[src/serializer_power_lock_pkg.sv]
package serializer_power_lock_pkg;

  // APB map
  localparam logic [7:0] CTRL_OFFSET = 8'h00;
  localparam logic [7:0] STATUS_OFFSET = 8'h04;
  localparam int ADDR_W = 8;

  // Control register fields
  localparam int CTRL_PWR_BIT = 0;
  localparam int CTRL_RANGE_LSB = 1;
  localparam int CTRL_MOD_LSB = 3;
  localparam logic [31:0] CTRL_RESET = 32'h0000_0000;

  // Status register fields
  localparam int STAT_LOCKED_BIT = 0;
  localparam int STAT_PD_BIT = 1;
  localparam int STAT_SUPPLY_BIT = 2;
  localparam int STAT_RUN_MOD_LSB = 3;
  localparam int STAT_CNT_LSB = 16;

  // Serial word and clock relation
  localparam int WORD_BITS = 20;
  localparam int DIV_W = 5;
  localparam logic [DIV_W-1:0] DIV_LAST = 5'(WORD_BITS - 1);

  // Lock interval in parallel clock cycles
  localparam int LOCK_PCLK_CYCLES = 16385;
  localparam int LOCK_W = 15;

  // Clock period of the bit clock, in ns
  localparam int CLK_PERIOD_NS = 10;

  // Frequency range codes
  localparam logic [1:0] RANGE_3_5 = 2'b00;
  localparam logic [1:0] RANGE_5_10 = 2'b01;
  localparam logic [1:0] RANGE_10_20 = 2'b10;
  localparam logic [1:0] RANGE_20_35 = 2'b11;

  // Phase modulation codes
  localparam logic [1:0] MOD_OFF = 2'b00;
  localparam logic [1:0] MOD_SMALL = 2'b01;
  localparam logic [1:0] MOD_LARGE = 2'b10;
  localparam logic [1:0] MOD_RESERVED = 2'b11;

  typedef enum logic [1:0] {
    ST_POWER_DOWN,
    ST_LOCKING,
    ST_RUN
  } pwr_state_t;

  typedef struct packed {
    logic power_down_n;
    logic [1:0] freq_range_sel;
    logic [1:0] phase_mod_sel;
  } ctrl_t;

  typedef struct packed {
    logic serial_p;
    logic serial_n;
    logic serial_oe;
    logic termination_en;
    logic pll_run;
    logic inputs_enable;
    logic [1:0] phase_mod_amp;
    logic [1:0] freq_range;
  } link_out_t;

  typedef struct packed {
    pwr_state_t state;
    ctrl_t ctrl;
    logic [LOCK_W-1:0] lock_cnt;
    logic [DIV_W-1:0] div_cnt;
    logic [WORD_BITS-1:0] shift;
    logic [31:0] prdata;
    logic pslverr;
  } core_state_t;

endpackage

[src/serializer_power_lock_control.sv]
`timescale 1ns/1ps
// Notes on behaviour
// - Range select 00..11 picks 3-5, 5-10, 10-20, 20-35 MHz parallel clock.
// - Serial data leaves at twenty bits per parallel clock cycle.
// - Modulation select: 00 off, 01 small, 10 large, 11 reserved.
// - Power-down stops PLL, drops termination, output undriven.
// - On release, termination connects, locking starts, output stays undriven.
// - Lock declared after 16385 parallel clock cycles; only then output runs.
// - Missing input supply disables inputs and forces power-down.
// - Each word is 20 bits, sent least significant bit first.
module serializer_power_lock_control #(
  parameter int LOCK_CYCLES = serializer_power_lock_pkg::LOCK_PCLK_CYCLES
) (
  input wire logic i_clk,
  input wire logic i_reset_n,
  input wire logic i_psel,
  input wire logic i_penable,
  input wire logic i_pwrite,
  input wire logic [serializer_power_lock_pkg::ADDR_W-1:0] i_paddr,
  input wire logic [31:0] i_pwdata,
  output logic [31:0] o_prdata,
  output logic o_pready,
  output logic o_pslverr,
  input wire logic i_input_buffer_supply,
  input wire logic [serializer_power_lock_pkg::WORD_BITS-1:0] i_word,
  output logic o_word_taken,
  output logic o_pclk_en,
  output serializer_power_lock_pkg::link_out_t o_link
);

  serializer_power_lock_pkg::core_state_t st_reg;
  serializer_power_lock_pkg::core_state_t st_next;

  localparam logic [serializer_power_lock_pkg::LOCK_W-1:0] LOCK_LAST =
    serializer_power_lock_pkg::LOCK_W'(LOCK_CYCLES - 1);

  logic pclk_en;
  logic forced_pd;
  logic apb_access;
  logic hit_ctrl;
  logic hit_status;
  logic running;

  // Parallel clock enable, one bit clock in twenty
  assign pclk_en = (st_reg.div_cnt == serializer_power_lock_pkg::DIV_LAST);
  // Supply loss or control bit low both mean power-down
  assign forced_pd = !i_input_buffer_supply || !st_reg.ctrl.power_down_n;
  assign apb_access = i_psel && i_penable;
  assign hit_ctrl = (i_paddr == serializer_power_lock_pkg::CTRL_OFFSET);
  assign hit_status = (i_paddr == serializer_power_lock_pkg::STATUS_OFFSET);
  assign running = (st_reg.state == serializer_power_lock_pkg::ST_RUN);

  always_comb begin
    st_next = st_reg;
    st_next.pslverr = 1'b0;
    st_next.prdata = 32'h0000_0000;

    // APB slave, zero wait states
    if (i_psel && !i_penable) begin
      if (i_pwrite) begin
        st_next.pslverr = !hit_ctrl;
      end else if (hit_ctrl) begin
        st_next.prdata[serializer_power_lock_pkg::CTRL_PWR_BIT] = st_reg.ctrl.power_down_n;
        st_next.prdata[serializer_power_lock_pkg::CTRL_RANGE_LSB +: 2] =
          st_reg.ctrl.freq_range_sel;
        st_next.prdata[serializer_power_lock_pkg::CTRL_MOD_LSB +: 2] = st_reg.ctrl.phase_mod_sel;
      end else if (hit_status) begin
        st_next.prdata[serializer_power_lock_pkg::STAT_LOCKED_BIT] = running;
        st_next.prdata[serializer_power_lock_pkg::STAT_PD_BIT] =
          (st_reg.state == serializer_power_lock_pkg::ST_POWER_DOWN);
        st_next.prdata[serializer_power_lock_pkg::STAT_SUPPLY_BIT] = i_input_buffer_supply;
        st_next.prdata[serializer_power_lock_pkg::STAT_RUN_MOD_LSB +: 2] = o_link.phase_mod_amp;
        st_next.prdata[serializer_power_lock_pkg::STAT_CNT_LSB +:
          serializer_power_lock_pkg::LOCK_W] = st_reg.lock_cnt;
      end else begin
        st_next.pslverr = 1'b1;
      end
    end else if (apb_access) begin
      st_next.prdata = st_reg.prdata;
      st_next.pslverr = st_reg.pslverr;
      // Inputs are dead without their supply, so writes are dropped
      if (i_pwrite && hit_ctrl && i_input_buffer_supply) begin
        st_next.ctrl.power_down_n = i_pwdata[serializer_power_lock_pkg::CTRL_PWR_BIT];
        st_next.ctrl.freq_range_sel = i_pwdata[serializer_power_lock_pkg::CTRL_RANGE_LSB +: 2];
        st_next.ctrl.phase_mod_sel = i_pwdata[serializer_power_lock_pkg::CTRL_MOD_LSB +: 2];
      end
    end

    st_next.div_cnt = pclk_en ? '0 : st_reg.div_cnt + 1'b1;

    case (st_reg.state)
      serializer_power_lock_pkg::ST_POWER_DOWN: begin
        st_next.lock_cnt = '0;
        st_next.shift = '0;
        if (!forced_pd) begin
          st_next.state = serializer_power_lock_pkg::ST_LOCKING;
        end
      end
      serializer_power_lock_pkg::ST_LOCKING: begin
        if (forced_pd) begin
          st_next.state = serializer_power_lock_pkg::ST_POWER_DOWN;
          st_next.lock_cnt = '0;
        end else if (pclk_en) begin
          if (st_reg.lock_cnt == LOCK_LAST) begin
            st_next.state = serializer_power_lock_pkg::ST_RUN;
            st_next.shift = i_word;
          end else begin
            st_next.lock_cnt = st_reg.lock_cnt + 1'b1;
          end
        end
      end
      serializer_power_lock_pkg::ST_RUN: begin
        if (forced_pd) begin
          st_next.state = serializer_power_lock_pkg::ST_POWER_DOWN;
          st_next.lock_cnt = '0;
          st_next.shift = '0;
        end else if (pclk_en) begin
          st_next.shift = i_word;
        end else begin
          st_next.shift = {1'b0, st_reg.shift[serializer_power_lock_pkg::WORD_BITS-1:1]};
        end
      end
      default: begin
        st_next.state = serializer_power_lock_pkg::ST_POWER_DOWN;
      end
    endcase
  end

  always_ff @(posedge i_clk) begin
    if (!i_reset_n) begin
      st_reg.state <= serializer_power_lock_pkg::ST_POWER_DOWN;
      st_reg.ctrl <= '0;
      st_reg.lock_cnt <= '0;
      st_reg.div_cnt <= '0;
      st_reg.shift <= '0;
      st_reg.prdata <= 32'h0000_0000;
      st_reg.pslverr <= 1'b0;
    end else begin
      st_reg <= st_next;
    end
  end

  assign o_prdata = st_reg.prdata;
  assign o_pslverr = st_reg.pslverr && apb_access;
  assign o_pready = 1'b1;
  assign o_pclk_en = pclk_en;
  // Word consumed at each load into the shifter
  assign o_word_taken = pclk_en && !forced_pd &&
    (running || (st_reg.state == serializer_power_lock_pkg::ST_LOCKING &&
    st_reg.lock_cnt == LOCK_LAST));

  always_comb begin
    o_link.serial_oe = running;
    o_link.serial_p = running && st_reg.shift[0];
    o_link.serial_n = running && !st_reg.shift[0];
    o_link.termination_en = (st_reg.state != serializer_power_lock_pkg::ST_POWER_DOWN);
    o_link.pll_run = (st_reg.state != serializer_power_lock_pkg::ST_POWER_DOWN);
    o_link.inputs_enable = i_input_buffer_supply;
    o_link.freq_range = st_reg.ctrl.freq_range_sel;
    // Reserved modulation code runs as off
    if (st_reg.ctrl.phase_mod_sel == serializer_power_lock_pkg::MOD_RESERVED) begin
      o_link.phase_mod_amp = serializer_power_lock_pkg::MOD_OFF;
    end else begin
      o_link.phase_mod_amp = st_reg.ctrl.phase_mod_sel;
    end
  end

endmodule

[config.mk]
export PLATFORM = sky130hd
export DESIGN_NAME = serializer_power_lock_control
export DESIGN_NICKNAME = d
export VERILOG_FILES = /design/src/serializer_power_lock_pkg.sv /design/src/serializer_power_lock_control.sv
export SDC_FILE = /design/constraint.sdc
export NUM_CORES = 1
export LEC_CHECK = 0
export BUFFER_PORTS_ARGS = -buffer_cell sky130_fd_sc_hd__buf_2
export CORE_ASPECT_RATIO = 1.2
export CORE_MARGIN = 3
export CORE_UTILIZATION = 46
export CTS_CLUSTER_SIZE = 14
export DETAILED_ROUTE_END_ITERATION = 12
export PLACE_DENSITY = 0.76
export SLEW_MARGIN = 15
export SYNTH_ARGS = -nofsm -noshare
export SYNTH_HDL_FRONTEND = slang
export SYNTH_SLANG_ARGS = --single-unit
[constraint.sdc]
create_clock -name i_clk -period 1.8 [get_ports i_clk]
set_clock_uncertainty 0.05 [all_clocks]
set_input_delay 0.09 -clock i_clk [delete_from_list [all_inputs] [get_ports i_clk]]
set_output_delay 0.09 -clock i_clk [all_outputs]
set_load 0.02 [all_outputs]
==> results of run 1 <==
==> worst max-delay path, stage by stage, from the launching register on <==
cell     delay [ps]
dfxtp_2         320
inv_2            80
ha_4            120
nor4b_4         230
nand4_4         150
buf_6           160
or2_4           270
a21oi_4         160
buf_6           140
==> final cells by class <==
cell class | count | area, µm²
flip-flops and latches | 68 | 1375
repair buffers | 136 | 924.6
multi-input cells | 270 | 2037
inverters | 8 | 40.04
clock buffers | 11 | 131.4
clock inverters | 5 | 52.55
well taps | 90 | 112.6
fillers | 579 | 2686
==> metrics by stage <==
step                      worst slack, ps  TNS (ps)
after floorplan                     1.379         0
final                              -306.1     -5117
after CTS                          -241.0     -3712
after global routing               -384.3     -8254
after global placement             -155.3     -3776
after detailed placement           -170.5     -3569
==> cell families (layout without fill, tap and decap cells) <==
group,count (synthesis),in the layout
fa+ha+maj,6,6
mux,6,6
flops,68,68
simple gates,137,137
xor+xnor,4,4
other cells,2,13
buf+inv,73,160
compound gates,104,104
==> metal layers <==
layer / track usage [%] / vias to the layer above
met3: 4.113 / 15
met5: 0 / -
li1: - / 1602
met1: 23.42 / 1541
met4: 8.283 / 0
met2: 32.70 / 94
==> worst paths after layout <==
| check | slack (ps) | cells after the start | end |
|---|---|---|---|
| min reg2reg | 400 | 1 | st_reg[53]$_SDFF_PP0_ |
| max reg2reg | -230 | 9 | st_reg[39]$_SDFFE_PN0P_ |
| max | -310 | 8 | o_word_taken |
| min | 20 | 3 | st_reg[38]$_SDFFE_PN0P_ |
==> placed cells by master, fill, tap and decap left out, drive strengths merged, types with 5 or more instances in the layout <==
cell type / count
o211ai: 5
a22oi: 38
clkbuf: 11
a21oi: 13
nand2: 12
mux2i: 6
and3: 7
ha: 6
nor2: 45
and2: 6
nand4: 5
nand3: 33
dlygate4sd3: 6
dfxtp: 68
conb: 13
buf: 130
o31ai: 19
o21ai: 11
inv: 7
==> power groups by stage <==
stage               clock network, µW  registers, µW  logic (µW)
floorplan                           0           1550        97.6
global placement                    0           1550         144
detailed placement                  0           1550         147
CTS                              1240           1510         158
global route                     1300           1510         175
finish                           1210           1510         160
==> what timing repair did <==
item / in CTS / in global routing
endpoints found under the setup margin: 36 / 38
endpoints found under the hold margin: 6 / 0
hold buffers: 6 / 0
pin swaps: 15 / 11
gates resized for setup: 23 / 30
buffers inserted: 10 / 4
==> flow_metrics.tcl, run 1 <==
set metrics [dict create \
    outcome "finished, violations left" \
    violations "setup timing" \
    place_area_um2 4081 \
    cts_root_buf "clkbuf_8" \
    wirelength_mm 8.827 \
    synth_seq_cells 68 \
    drive_above_1_share_pct 41.16 \
    fin_crit_sh_pct 117.0 \
    area_growth_pct 32.49 \
    netlist_instances 400 \
    nNetsFinal 565 \
    grt-ovfl-total 0 \
    ir_drop_uv 465.4 \
    p_int_uw 2206 \
    cts_sinks 68 \
    final_core_util_pct 63.50 \
    firstDrtPassIters 4 \
    cap_violations 0 \
    hold_viol 0 \
    drt-met1-wl_mm 3.596 \
    clock_latency_ps 350 \
    vias_per_cell 5.531 \
    cp.required_ps 1660 \
    ys_top_cells_by_count "dfxtp_1, nor2_1, a22oi_1, buf_4, nand3_1" \
    drtIter0Drc 177 \
    largest_reg_flops 46 \
    grt_pass1_vias 2980 \
    cts.path.max_buffers 2 \
    grt_util_all_layers_pct 19.23 \
    synthSimpleGateAreaFrac_pct 20.96 \
    power_uw 2887 \
    min_path_type "in2reg" \
    die_x_um 85.94 \
    synth.distinct_cells 57 \
    synth_area_leaders "dfxtp_1, a22oi_1, buf_4" \
    drv_slew 0 \
    finalInstanceArea_um2 4673 \
    arrival_ps 1970 \
    synth-edff-count 0 \
    end_kind "output port" \
    dp.cells 552 \
    yosys.area_share.adder_pct 2.128 \
    p_comb_share_pct 5.5 \
    synth_mux_area_share_pct 1.703 \
    cts_tree "done" \
    routed.top_layer "met4" \
    reg2reg_from "st_reg[58]$_SDFFE_PN0P_" \
    wl_per_cell_um 15.01 \
    grt_max_degree 41 \
    synth-xor-area-share_pct 0.9933 \
    synth_top_family_by_area "compound AO/OA/AOI/OAI gates" \
    instances_no_fill 588 \
    numPortBuffers 71 \
    io_pins 112 \
    clockPowerShare_pct 42.0 \
    drc 0 \
    setup_ws_ps -306.1 \
    fmax_mhz 474.8 \
    min_from "i_word[5]" \
    power_switching_uw 680.6 \
    synth.most_common_cell "dfxtp_1" \
    period_needed_ps 2106 \
    worstSetupStartpointType "register" \
    power_density_nw_per_um2 617.7 \
    cts.clk_slew.worst_paths_ps 70 \
    swShare_pct 23.58 \
    avgSynthCellArea_um2 8.818 \
    critPathKind "reg2out" \
    vias 3252 \
    ant_nets 0 \
    synth_top_cell_area_share_pct 38.60 \
    path_max_fanout 2 \
    setup_viol 34 \
    synth_area_leader_cell "dfxtp_1" \
    synth_area_um2 3527 \
    cts_buffers 9 \
    leakage_uw 0.001906 \
    dp_hpwl_mm 5.696 \
    ys.flop_type "dfxtp_1" \
    grt_pass1_wl_mm 13.56 \
    fp.dieH_um 101.9 \
    place_congestion 0.8659 \
    synth_compound_area_share_pct 22.60 \
    antenna_found_initial 0 \
    critical_path.startpoint "st_reg[58]$_SDFFE_PN0P_" \
    seqPwrFrac_pct 52.5 \
    async_reset_ff_share_pct 0 \
    dieArea_um2 8759 \
    insertedDiodeCount 0 \
    core_area_um2 7360 \
    wl_met3_um 483 \
    htreeDepth 3 \
    initial_core_util_pct 47.93 \
    ys_warn_count 0 \
    row_count 34 \
    wl_met2_mm 4.559 \
    holdWs_ps 20.19 \
    synth-seq-area-share_pct 38.60 \
    rsz0062_at_grt "yes" \
]
Note: power is estimated with default switching activity, not from simulation.
==> run 2, diff against run 1 <==
--- a/config.mk
+++ b/config.mk
@@ -6,12 +6,12 @@
 export NUM_CORES = 1
 export LEC_CHECK = 0
 export BUFFER_PORTS_ARGS = -buffer_cell sky130_fd_sc_hd__buf_2
-export CORE_ASPECT_RATIO = 1.2
+export CORE_ASPECT_RATIO = 2
 export CORE_MARGIN = 3
 export CORE_UTILIZATION = 46
 export CTS_CLUSTER_SIZE = 14
 export DETAILED_ROUTE_END_ITERATION = 12
-export PLACE_DENSITY = 0.76
+export PLACE_DENSITY = 0.77
 export SLEW_MARGIN = 15
 export SYNTH_ARGS = -nofsm -noshare
 export SYNTH_HDL_FRONTEND = slang
==> run 2 against run 1 <==
  * The flow still finishes with violations (setup timing)
  * Worst setup slack improved by 210 ps
  * Utilization increased by 1.7 points
  * Wire length up 6.5%
  * Worst hold slack better by 2.0 ps
  * Global-route usage grew 2.4 points
  * Largest cell class unchanged
==> flow_metrics.tcl, run 2 (same netlist as run 1, synthesis figures left out) <==
set metrics [dict create \
    grt-ovfl-total 0 \
    dieArea_um2 8818 \
    power_density_nw_per_um2 708.3 \
    cts_tree "done" \
    vias 3370 \
    period_needed_ps 1901 \
    min_from "i_reset_n" \
    critPathKind "reg2reg" \
    insertedDiodeCount 0 \
    min_path_type "in2reg" \
    reg2reg_depth 9 \
    ant_nets 0 \
    largest_reg_flops 46 \
    final_core_util_pct 65.16 \
    drtIter0Drc 254 \
    layout_commonest_cell "buf_2" \
    clock_latency_ps 330 \
    place_ws_ps -228.9 \
    cts_buffers 9 \
    firstDrtPassIters 5 \
    area_growth_pct 36.29 \
    arrival_ps 2120 \
    place_congestion 0.8677 \
    vias_per_cell 5.635 \
    io_pins 112 \
    grt_max_degree 41 \
    die_x_um 67.92 \
    layout.filler_cells 596 \
    path_max_fanout 4 \
    core_area_um2 7377 \
    wirelength_mm 9.399 \
    dp_hpwl_mm 6.548 \
    end_kind "register" \
    reg2reg_from "st_reg[58]$_SDFFE_PN0P_" \
    htreeDepth 3 \
    ir_drop_uv 797.1 \
    grt_pass1_wl_mm 14.73 \
    fin_crit_sh_pct 105.6 \
    initial_core_util_pct 47.81 \
    grt_pass1_vias 3287 \
    reg2reg_slack_ps -100 \
    cts_root_buf "clkbuf_16" \
    worstSetupStartpointType "register" \
    cts_sinks 68 \
    fmax_mhz 526.1 \
    r2r_end "st_reg[61]$_SDFFE_PN0P_" \
    rsz0062_at_grt "yes" \
    violations "setup timing" \
    power_uw 3405 \
    drive_above_1_share_pct 41.70 \
    nNetsFinal 574 \
    final_cell_mix "buf_2, dfxtp_1, buf_4" \
    cts.path.max_buffers 2 \
    setup_viol 21 \
    cts.clk_slew.worst_paths_ps 50 \
    antenna_found_initial 0 \
    hold_viol 0 \
    drc 0 \
    holdWs_ps 22.22 \
    setup_ws_ps -100.8 \
    holdPathEnd "st_reg[60]$_SDFFE_PN0P_" \
    drv_slew 0 \
    grt_util_all_layers_pct 21.68 \
    cap_violations 0 \
    numPortBuffers 71 \
    row_count 44 \
    hold_depth 3 \
    outcome "finished, violations left" \
    leakage_uw 0.001988 \
    wl_per_cell_um 15.72 \
    fp.dieH_um 129.8 \
    cp.required_ps 2020 \
]
==> run 2: changes by cell type in the layout (fill, tap and decap cells not counted), sizes merged <==
| cell | previous run | this run |
|---|---|---|
| buf | 130 | 138 |
==> run 2: area by class of cell <==
cell class / count / area [µm²] / area share, %
clock buffers: 10 / 239.0 / 4.971
multi-input cells: 270 / 1992 / 41.44
flip-flops and latches: 68 / 1374 / 28.58
repair buffers: 145 / 994.7 / 20.69
inverters: 8 / 40.04 / 0.8329
clock inverters: 5 / 52.55 / 1.093
well taps: 92 / 115.1 / 2.395
==> run 2: timing repair <==
item	4_1_cts	5_1_grt
setup buffers	12	2
setup endpoints to repair	33	36
gates resized for setup	25	16
pin swaps	12	7
endpoints found under the hold margin	6	0
hold buffers	6	0
cloned	0	1
==> run 2: metal layers <==
metal	share of wire [%]	wire length [µm]	up-vias	global-route usage (%)
li1	-	-	1614	-
met3	3.3	307	22	4.220
met4	2.7	252	0	9.965
met5	0	0	-	0
met2	59	5520	89	42.49
met1	35	3318	1645	20.13
==> run 2: power by group <==
| group | internal, µW | switching (µW) |
|---|---|---|
| logic | 66.7 | 99.2 |
| clock network | 1090 | 630 |
| registers | 1510 | 5.87 |
| total | 2670 | 735 |
==> run 2: worst max-delay path by stage <==
stage / startpoint / endpoint / depth (start not counted)
global placement: st_reg[71]$_SDFFE_PN0P_ / st_reg[47]$_SDFFE_PN0P_ / 5
CTS: st_reg[59]$_SDFFE_PN0P_ / o_word_taken / 7
floorplan: st_reg[63]$_SDFFE_PN0P_ / st_reg[36]$_SDFFE_PN0P_ / 7
global route: st_reg[64]$_SDFFE_PN0P_ / st_reg[68]$_SDFFE_PN0P_ / 9
detailed placement: st_reg[71]$_SDFFE_PN0P_ / st_reg[46]$_SDFFE_PN0P_ / 5
finish: st_reg[58]$_SDFFE_PN0P_ / st_reg[61]$_SDFFE_PN0P_ / 9
==> run 2: worst max-delay path, cell delays in order, from the launching register on <==
cell	delay, ps
dfxtp_2	340
inv_2	50
ha_4	150
nor4b_4	120
nand4_2	110
buf_4	150
o21bai_4	90
buf_6	130
or4b_4	510
a21oi_2	130
==> run 2: through the flow <==
step	TNS [ps]	area, µm²	instances
2_1_floorplan	0	3660	411
3_3_place_gp	-2176	4151	563
3_5_place_dp	-4260	4151	563
4_1_cts	-638.8	4693	596
5_1_grt	-3774	4807	598
6_report	-773.7	4807	598
